### src/shared/upc_consts.svh
// Constants of the USB PLL clock controller: SFR addresses, bit positions, resets.
// Assumes an 8-bit SFR space addressed by the CPU core of the device.
// Operation
// RULE1: Produce separate CPU, peripheral and USB clocks
// RULE2: Gate each clock by power reduction mode
// RULE3: Source is crystal or external 48 MHz
// RULE4: Oscillator inverter off unless PLL feeds USB
// RULE5: PLL runs only while enable bit set
// RULE6: Lock flag set when detector reports lock
// RULE7: Firmware polls lock flag before using PLL
// RULE8: PFD compares N reference against R feedback
// RULE9: Firmware picks dividers giving 48 MHz output
// RULE10: Divider register holds R high, N low
// RULE11: Bypass bit skips PLL, stops crystal oscillator
// RULE12: Lock flag cleared when PLL loses lock
// RULE13: Double speed bit picks full or half rate
// RULE14: Peripheral speed bits act only in double speed
// RULE15: Lock detector synchronised through two flip-flops
`ifndef UPC_CONSTS_SVH
`define UPC_CONSTS_SVH

// SFR addresses
`define UPC_ADDR_SPEED0 8'h8F
`define UPC_ADDR_SPEED1 8'hAF
`define UPC_ADDR_PLL_CTRL 8'hA3
`define UPC_ADDR_PLL_DIV 8'hA4

// Control and speed 0 register bit positions
`define UPC_BIT_BYPASS 2
`define UPC_BIT_PLL_ENABLE 1
`define UPC_BIT_LOCK 0
`define UPC_BIT_DBL_SPEED 0

// Writable masks; reserved bits read as zero
`define UPC_MASK_SPEED0 8'h7F
`define UPC_MASK_SPEED1 8'h01
`define UPC_MASK_PLL_CTRL 8'h06

// Reset values
`define UPC_RST_BYTE 8'h00
`define UPC_RST_NIB 4'h0

// Number of per-peripheral speed bits (six in speed 0, one in speed 1)
`define UPC_NUM_PERIPH 7

`endif

### src/shared/upc_pkg.sv
// Types of the USB PLL clock controller.
// Assumes upc_consts.svh holds all numeric constants.
package upc_pkg;

  // Gated clock enables
  typedef struct packed {
    logic cpu;
    logic per;
    logic usb;
  } upc_clk_en_type;

  // Charge pump commands from the phase detector
  typedef struct packed {
    logic up;
    logic down;
  } upc_pump_type;

  // PLL lock state, one-hot
  typedef enum logic [2:0] {
    UPC_PLL_OFF = 3'b001,
    UPC_PLL_ACQUIRE = 3'b010,
    UPC_PLL_LOCKED = 3'b100
  } upc_pll_state_type;

endpackage

### src/upc_clock_ctrl.sv
// Clock controller: SFR block, clock enable generation, PLL digital part.
// Assumes synchronous SFR strobes from the CPU and an analog VCO/lock detector outside.
`timescale 1ns/1ps
`include "upc_consts.svh"

module upc_clock_ctrl
  import upc_pkg::*;
(
  input wire logic REF_CLK, // Oscillator clock, 50 MHz
  input wire logic RST_N, // Async reset, active low
  input wire logic [7:0] SFR_ADDR, // SFR address
  input wire logic SFR_WR, // SFR write strobe
  input wire logic SFR_RD, // SFR read strobe
  input wire logic [7:0] SFR_WDATA, // SFR write data
  input wire logic IDLE_MODE, // Idle: CPU frozen
  input wire logic POWER_DOWN, // Power-down: all frozen
  input wire logic VCO_TICK, // One pulse per VCO edge
  input wire logic LOCK_DET, // Raw analog lock detector
  output logic [7:0] SFR_RDATA, // Read data, one cycle after read
  output upc_clk_en_type CLK_EN, // CPU, peripheral, USB clock enables
  output logic [`UPC_NUM_PERIPH-1:0] PER_TICK, // Per-peripheral ticks
  output logic OSC_ENABLE, // Oscillator inverter enable
  output logic USB_FROM_PLL, // USB clock taken from PLL
  output logic PLL_RUN, // PLL generation enable
  output upc_pump_type PUMP // Charge pump up/down pulses
);

  ////////////////////////////////////////////////////////////////////////////
  // Register state
  logic [7:0] speed0; // Double speed and speed bits
  logic [7:0] speed1; // Serial peripheral speed bit
  logic bypass; // External 48 MHz bypass
  logic pll_enable_bit; // PLL enable
  logic [3:0] div_r; // Feedback divider setting
  logic [3:0] div_n; // Reference divider setting
  logic [7:0] rdata; // Read data register
  logic [7:0] next_speed0;
  logic [7:0] next_speed1;
  logic next_bypass;
  logic next_pll_enable_bit;
  logic [3:0] next_div_r;
  logic [3:0] next_div_n;
  logic [7:0] next_rdata;
  logic pll_lock_flag; // Synchronised lock status

  // Write and read decode
  always_comb begin
    next_speed0 = speed0;
    next_speed1 = speed1;
    next_bypass = bypass;
    next_pll_enable_bit = pll_enable_bit;
    next_div_r = div_r;
    next_div_n = div_n;
    next_rdata = rdata;
    if (SFR_WR) begin
      if (SFR_ADDR == `UPC_ADDR_SPEED0) begin
        next_speed0 = SFR_WDATA & `UPC_MASK_SPEED0;
      end else if (SFR_ADDR == `UPC_ADDR_SPEED1) begin
        next_speed1 = SFR_WDATA & `UPC_MASK_SPEED1;
      end else if (SFR_ADDR == `UPC_ADDR_PLL_CTRL) begin
        // Lock bit is status only; writes to it are dropped
        next_bypass = SFR_WDATA[`UPC_BIT_BYPASS];
        next_pll_enable_bit = SFR_WDATA[`UPC_BIT_PLL_ENABLE];
      end else if (SFR_ADDR == `UPC_ADDR_PLL_DIV) begin
        next_div_r = SFR_WDATA[7:4]; // RULE10
        next_div_n = SFR_WDATA[3:0]; // RULE10
      end
    end
    if (SFR_RD) begin
      if (SFR_ADDR == `UPC_ADDR_SPEED0) begin
        next_rdata = speed0;
      end else if (SFR_ADDR == `UPC_ADDR_SPEED1) begin
        next_rdata = speed1;
      end else if (SFR_ADDR == `UPC_ADDR_PLL_CTRL) begin
        next_rdata = {5'h00, bypass, pll_enable_bit, pll_lock_flag};
      end else if (SFR_ADDR == `UPC_ADDR_PLL_DIV) begin
        next_rdata = {div_r, div_n}; // RULE10
      end else begin
        // Unmapped SFRs belong to other blocks; answer zero
        next_rdata = `UPC_RST_BYTE;
      end
    end
  end

  // Register update
  always_ff @(posedge REF_CLK or negedge RST_N) begin
    if (!RST_N) begin
      speed0 <= `UPC_RST_BYTE;
      speed1 <= `UPC_RST_BYTE;
      bypass <= 1'b0;
      pll_enable_bit <= 1'b0;
      div_r <= `UPC_RST_NIB;
      div_n <= `UPC_RST_NIB;
      rdata <= `UPC_RST_BYTE;
    end else begin
      speed0 <= next_speed0;
      speed1 <= next_speed1;
      bypass <= next_bypass;
      pll_enable_bit <= next_pll_enable_bit;
      div_r <= next_div_r;
      div_n <= next_div_n;
      rdata <= next_rdata;
    end
  end

  ////////////////////////////////////////////////////////////////////////////
  // Clock enable generation
  logic half; // Toggles each cycle: half-rate phase
  logic next_half;
  logic double_speed_select; // Double speed select
  logic [`UPC_NUM_PERIPH-1:0] speed_bits; // Per-peripheral speed bits
  logic [`UPC_NUM_PERIPH-1:0] next_tick;
  upc_clk_en_type clk_en;
  upc_clk_en_type next_clk_en;
  logic osc_enable;
  logic next_osc_enable;
  logic usb_from_pll;
  logic next_usb_from_pll;

  assign double_speed_select = speed0[`UPC_BIT_DBL_SPEED];
  assign speed_bits = {speed1[0], speed0[6:1]};

  // Full rate in double speed with the speed bit clear, else every other cycle
  function automatic logic rate_tick(input logic dbl, input logic slow, input logic ph);
    rate_tick = (dbl & ~slow) | ph;
  endfunction

  // Speed bits only matter with double speed set
  genvar gi;
  generate
    for (gi = 0; gi < `UPC_NUM_PERIPH; gi++) begin : g_tick
      assign next_tick[gi] = ~POWER_DOWN &
        rate_tick(double_speed_select, speed_bits[gi], next_half); // RULE14
    end
  endgenerate

  // Mode gating and source selection
  always_comb begin
    next_half = ~half;
    // CPU stops in idle and power-down; peripherals only in power-down
    next_clk_en.cpu = ~IDLE_MODE & ~POWER_DOWN &
      rate_tick(double_speed_select, 1'b0, next_half); // RULE1 RULE2 RULE13
    next_clk_en.per = ~POWER_DOWN &
      rate_tick(double_speed_select, 1'b0, next_half); // RULE1 RULE2 RULE13
    // USB source runs at its own rate; gated only in power-down
    next_clk_en.usb = ~POWER_DOWN; // RULE1 RULE2
    // Crystal inverter only needed while PLL feeds USB
    next_osc_enable = ~bypass; // RULE3 RULE4 RULE11
    next_usb_from_pll = ~bypass; // RULE11
  end

  // Clock enable registers
  always_ff @(posedge REF_CLK or negedge RST_N) begin
    if (!RST_N) begin
      half <= 1'b0;
      clk_en <= '0;
      PER_TICK <= '0;
      osc_enable <= 1'b1;
      usb_from_pll <= 1'b1;
    end else begin
      half <= next_half;
      clk_en <= next_clk_en;
      PER_TICK <= next_tick;
      osc_enable <= next_osc_enable;
      usb_from_pll <= next_usb_from_pll;
    end
  end

  ////////////////////////////////////////////////////////////////////////////
  // PLL dividers, phase detector and lock tracking
  logic pll_run; // Generation enable
  logic next_pll_run;
  logic [3:0] cnt_n; // Reference divider count
  logic [3:0] cnt_r; // Feedback divider count
  logic [3:0] next_cnt_n;
  logic [3:0] next_cnt_r;
  logic ref_edge; // Reference divider terminal count
  logic fb_edge; // Feedback divider terminal count
  upc_pump_type pump;
  upc_pump_type next_pump;
  logic lock_meta; // First synchroniser stage
  logic lock_sync; // Second synchroniser stage
  upc_pll_state_type pll_state;
  upc_pll_state_type next_pll_state;

  // Reference is the peripheral clock rate
  assign ref_edge = next_clk_en.per & (cnt_n == div_n);
  assign fb_edge = VCO_TICK & (cnt_r == div_r);

  // Divider and detector next values
  always_comb begin
    next_pll_run = pll_enable_bit & ~bypass; // RULE5 RULE11
    next_cnt_n = cnt_n;
    next_cnt_r = cnt_r;
    next_pump = pump;
    if (!pll_run) begin
      // Stopped PLL: dividers and pump held idle
      next_cnt_n = 4'h0;
      next_cnt_r = 4'h0;
      next_pump = '0; // RULE5
    end else begin
      if (next_clk_en.per) begin
        next_cnt_n = ref_edge ? 4'h0 : cnt_n + 4'h1;
      end
      if (VCO_TICK) begin
        next_cnt_r = fb_edge ? 4'h0 : cnt_r + 4'h1;
      end
      // Leading edge raises its pump line, trailing edge resets both
      next_pump.up = (pump.up | ref_edge) & ~(pump.down | fb_edge); // RULE8
      next_pump.down = (pump.down | fb_edge) & ~(pump.up | ref_edge); // RULE8
    end
    // Lock tracking state
    case (pll_state)
      UPC_PLL_OFF: next_pll_state = pll_run ? UPC_PLL_ACQUIRE : UPC_PLL_OFF;
      UPC_PLL_ACQUIRE: next_pll_state = !pll_run ? UPC_PLL_OFF :
        (lock_sync ? UPC_PLL_LOCKED : UPC_PLL_ACQUIRE); // RULE6
      UPC_PLL_LOCKED: next_pll_state = !pll_run ? UPC_PLL_OFF :
        (lock_sync ? UPC_PLL_LOCKED : UPC_PLL_ACQUIRE); // RULE12
      default: next_pll_state = UPC_PLL_OFF;
    endcase
  end

  // PLL registers; first detector stage read only by the second, second read by the lock state machine
  always_ff @(posedge REF_CLK or negedge RST_N) begin
    if (!RST_N) begin
      pll_run <= 1'b0;
      cnt_n <= 4'h0;
      cnt_r <= 4'h0;
      pump <= '0;
      lock_meta <= 1'b0;
      lock_sync <= 1'b0;
      pll_state <= UPC_PLL_OFF;
    end else begin
      pll_run <= next_pll_run;
      cnt_n <= next_cnt_n;
      cnt_r <= next_cnt_r;
      pump <= next_pump;
      lock_meta <= LOCK_DET; // RULE15
      lock_sync <= lock_meta; // RULE15
      pll_state <= next_pll_state;
    end
  end

  // Lock flag follows the state; software cannot write it
  assign pll_lock_flag = (pll_state == UPC_PLL_LOCKED); // RULE6 RULE12

  ////////////////////////////////////////////////////////////////////////////
  // Outputs, all straight from flip-flops
  assign SFR_RDATA = rdata;
  assign CLK_EN = clk_en;
  assign OSC_ENABLE = osc_enable;
  assign USB_FROM_PLL = usb_from_pll;
  assign PLL_RUN = pll_run;
  assign PUMP = pump;

endmodule

### config.mk
export PLATFORM = sky130hd
export DESIGN_NAME = upc_clock_ctrl
export DESIGN_NICKNAME = d
export VERILOG_FILES = /design/src/shared/upc_pkg.sv /design/src/upc_clock_ctrl.sv
export VERILOG_INCLUDE_DIRS = /design/src /design/src/shared
export SDC_FILE = /design/constraint.sdc
export NUM_CORES = 1
export LEC_CHECK = 0
export BUFFER_PORTS_ARGS = -buffer_cell sky130_fd_sc_hd__buf_2
export CELL_PAD_IN_SITES_DETAIL_PLACEMENT = 1
export CELL_PAD_IN_SITES_GLOBAL_PLACEMENT = 1
export CORE_ASPECT_RATIO = 0.75
export CORE_MARGIN = 4
export CORE_UTILIZATION = 43
export DETAILED_ROUTE_END_ITERATION = 12
export PLACE_DENSITY_LB_ADDON = 0.1
export REMOVE_ABC_BUFFERS = 1
export SYNTH_ARGS = -nofsm -noshare
export SYNTH_HDL_FRONTEND = slang
export SYNTH_SLANG_ARGS = --single-unit
### constraint.sdc
create_clock -name REF_CLK -period 1.6 [get_ports REF_CLK]
set_input_delay 0.32 -clock REF_CLK [delete_from_list [all_inputs] [get_ports REF_CLK]]
set_output_delay 0.32 -clock REF_CLK [all_outputs]
set_load 0.03 [all_outputs]
==> impl_metrics.tcl <==
set metrics [dict create \
    die_y_um 72.7 \
    timing.final.crit_period_ns 1.43 \
    grt_pass1_vias 1758 \
    setup_slack_ns 0.173 \
    synth_common_cells "dfrtp_1 (52), a21oi_1 (15), mux2_2 (10), nor2_1 (10), xnor2_1 (8)" \
    place_ws_ns -0.00190 \
    ir_worst_vdd_mv 0.467 \
    regArea_sq_um 1360 \
    crit_fanout 16 \
    path_buf_inv 1 \
    min_path_type "in -> reg" \
    drive_above_1_share_pct 36.4 \
    place_hpwl_um 3980 \
    dieArea_sq_um 6850 \
    start_util_pct 44.5 \
    avgSynthCellArea_sq_um 12.4 \
    synth-seq-area-share_pct 56.5 \
    grt_max_degree 26 \
    maxSlewHeadroom_pct 69.3 \
    crit_type "reg -> out" \
    clock_latency_ns 0.31 \
    syn_inst 193 \
    whs_ns 0.112 \
    synth_area_sq_um 2400 \
    max_stage_delay_ns 0.54 \
    rows 23 \
    start_kind "register" \
    io_pins 47 \
    power_leakage_uw 0.00140 \
    clockBufferDepth 2 \
    clock_skew_ns 0.00757 \
    gr-total-overflow 0 \
    power_uw 2650 \
    core_sq_um 5380 \
    clk_pin_slew_worst_paths_ns 0.09 \
    synth_ff_type "dfrtp_1" \
    synth.most_common_cell "dfrtp_1" \
    synth_edf_count 0 \
    maxSlewViolCount 0 \
    maxCapViolCount 0 \
    worstPathRequired_ns 1.28 \
    ant_nets 0 \
    grt_usage_pct 16.6 \
    fin_nets 272 \
    io_buffers 46 \
    setup_violations 0 \
    die-width_um 94.2 \
    cts_htree_levels 2 \
    critPathSlowestCell "dfrtp_2" \
    synth-async-reset-ratio_pct 100 \
    fill_cells 586 \
    cts-root-buf "clkbuf_8" \
    cts_sinks 54 \
    synthTopCellsByArea "dfrtp_1 (54%), mux2_2 (4.7%), mux2_4 (4.4%), a21oi_1 (3.1%), xnor2_1 (2.9%)" \
    cts_tree "done" \
    grt_pass1_wl_um 8670 \
    post-route-period-util_pct 89.2 \
    tightest_slew_ns 0.461 \
    finalWirelength_um 5200 \
    synthDistinctLibCells 46 \
    yosys_warnings 0 \
    ys_ff_latch 54 \
    synth_top_cell_by_area "dfrtp_1" \
    vias_per_cell 5.12 \
    n_antenna_cell 0 \
    max_freq_mhz 701 \
    area_delta_synth_final_pct 19.5 \
    drc_errors 0 \
    power_density_nw_per_um2 925 \
    arrival_ns 1.11 \
    status "finished clean" \
    multi_input_area_sq_um 985 \
    drtIter0Drc 53 \
    cts_buffers 5 \
    endpoint_kind "output port" \
    dr.pass1.iters 4 \
    rsz0062_at_grt "false" \
    routedWlPerCell_um 16.1 \
    antenna_found_initial 0 \
    hold_violations 0 \
    postPlaceCellArea_sq_um 2740 \
    gp_congestion 0.761 \
    path_cells "buf_2" \
    cts_setup_buffers 0 \
    yosys.area.top_type_share_pct 54.3 \
    crit_family "flip-flops" \
    fin_area_sq_um 2860 \
    vias 1650 \
]
==> timing repair <==
| action | in CTS | in global routing |
|---|---|---|
| endpoints found under the setup margin | 1 | 0 |
| hold buffers | 1 | 0 |
| hold endpoints to repair | 15 | 0 |
| gates resized for setup | 1 | 0 |
==> logic make-up after synthesis <==
group | after synthesis | synth area share, %
compound gates | 40 | 10.5
xor+xnor | 13 | 4.75
mux | 18 | 9.55
simple gates | 52 | 15.2
flops | 54 | 56.5
buf+inv | 14 | 2.45
fa+ha+maj | 2 | 1.04
==> power breakdown <==
group	total [uW]	switching (uW)	internal [uW]
Sequential	1460	41.0	1420
Combinational	280	176	104
Clock	911	443	467
==> layout by cell type, fill, tap and decap left out, types with 2 or more instances in the layout <==
cell / count
a21oi_1: 15
o21ai_1: 2
xnor2_1: 8
nor2b_1: 3
xor2_1: 5
inv_1: 7
clkbuf_8: 5
o21ai_0: 7
and3_1: 4
a22oi_1: 7
mux2_2: 10
buf_2: 46
nor4b_1: 2
dfrtp_1: 51
nand3_1: 7
ha_1: 2
mux2_4: 7
nand2_1: 6
nand4_1: 3
a22o_2: 2
nor3_1: 4
nor2_1: 10
dfstp_2: 2
buf_4: 4
==> area by class of cell <==
type	count	share of cell area (%)
sequential	54	47.3
tap	75	3.28
clock buffer	6	2.53
multi-input combinational	125	34.4
timing repair buffer	52	10.1
inverter	8	1.05
clock inverter	2	1.31
==> sequential cells by signal (all words and copies together) (netlist names), 2 cells and up <==
name / flops
div_r: 4
cnt_r: 4
pll_state: 3
SFR_RDATA: 8
PUMP: 2
PER_TICK: 7
div_n: 4
cnt_n: 4
CLK_EN: 3
speed0: 7
==> stage by stage <==
step	std cells	utilization (%)	setup TNS [ns]
3_3_place_gp	313	51.0	0
5_1_grt	322	53.2	0
3_5_place_dp	313	51.0	-0.00229
6_report	322	53.2	0
2_1_floorplan	187	-	0
4_1_cts	322	53.2	0
==> path summary, 6_finish.rpt <==
kind | endpoint | slack, ns | cells after the start | from
worst max register to register | cnt_r[1]$_DFFE_PN0P_ | 0.20 | 4 | div_r[3]$_DFFE_PN0P_
max in group asynchronous | div_r[3]$_DFFE_PN0P_ | 0.59 | 3 | RST_N
min in group asynchronous | CLK_EN[2]$_DFF_PN0_ | 0.48 | 2 | RST_N
worst min-delay path | lock_meta$_DFF_PN0_ | 0.11 | 1 | LOCK_DET
worst max-delay path | PLL_RUN | 0.17 | 1 | PLL_RUN$_DFF_PN0_
worst min register to register | lock_sync$_DFF_PN0_ | 0.36 | 0 | lock_meta$_DFF_PN0_
==> per-layer routing <==
layer	track usage (%)	routed length, um	up-vias	share of wire, %
met5	0	0	-	0
met4	3.85	51	0	0.98
met3	4.85	259	7	5.0
met2	26.5	2400	33	46
met1	22.7	2480	816	48
li1	-	-	794	-
Note: power is estimated with default switching activity, not from simulation.
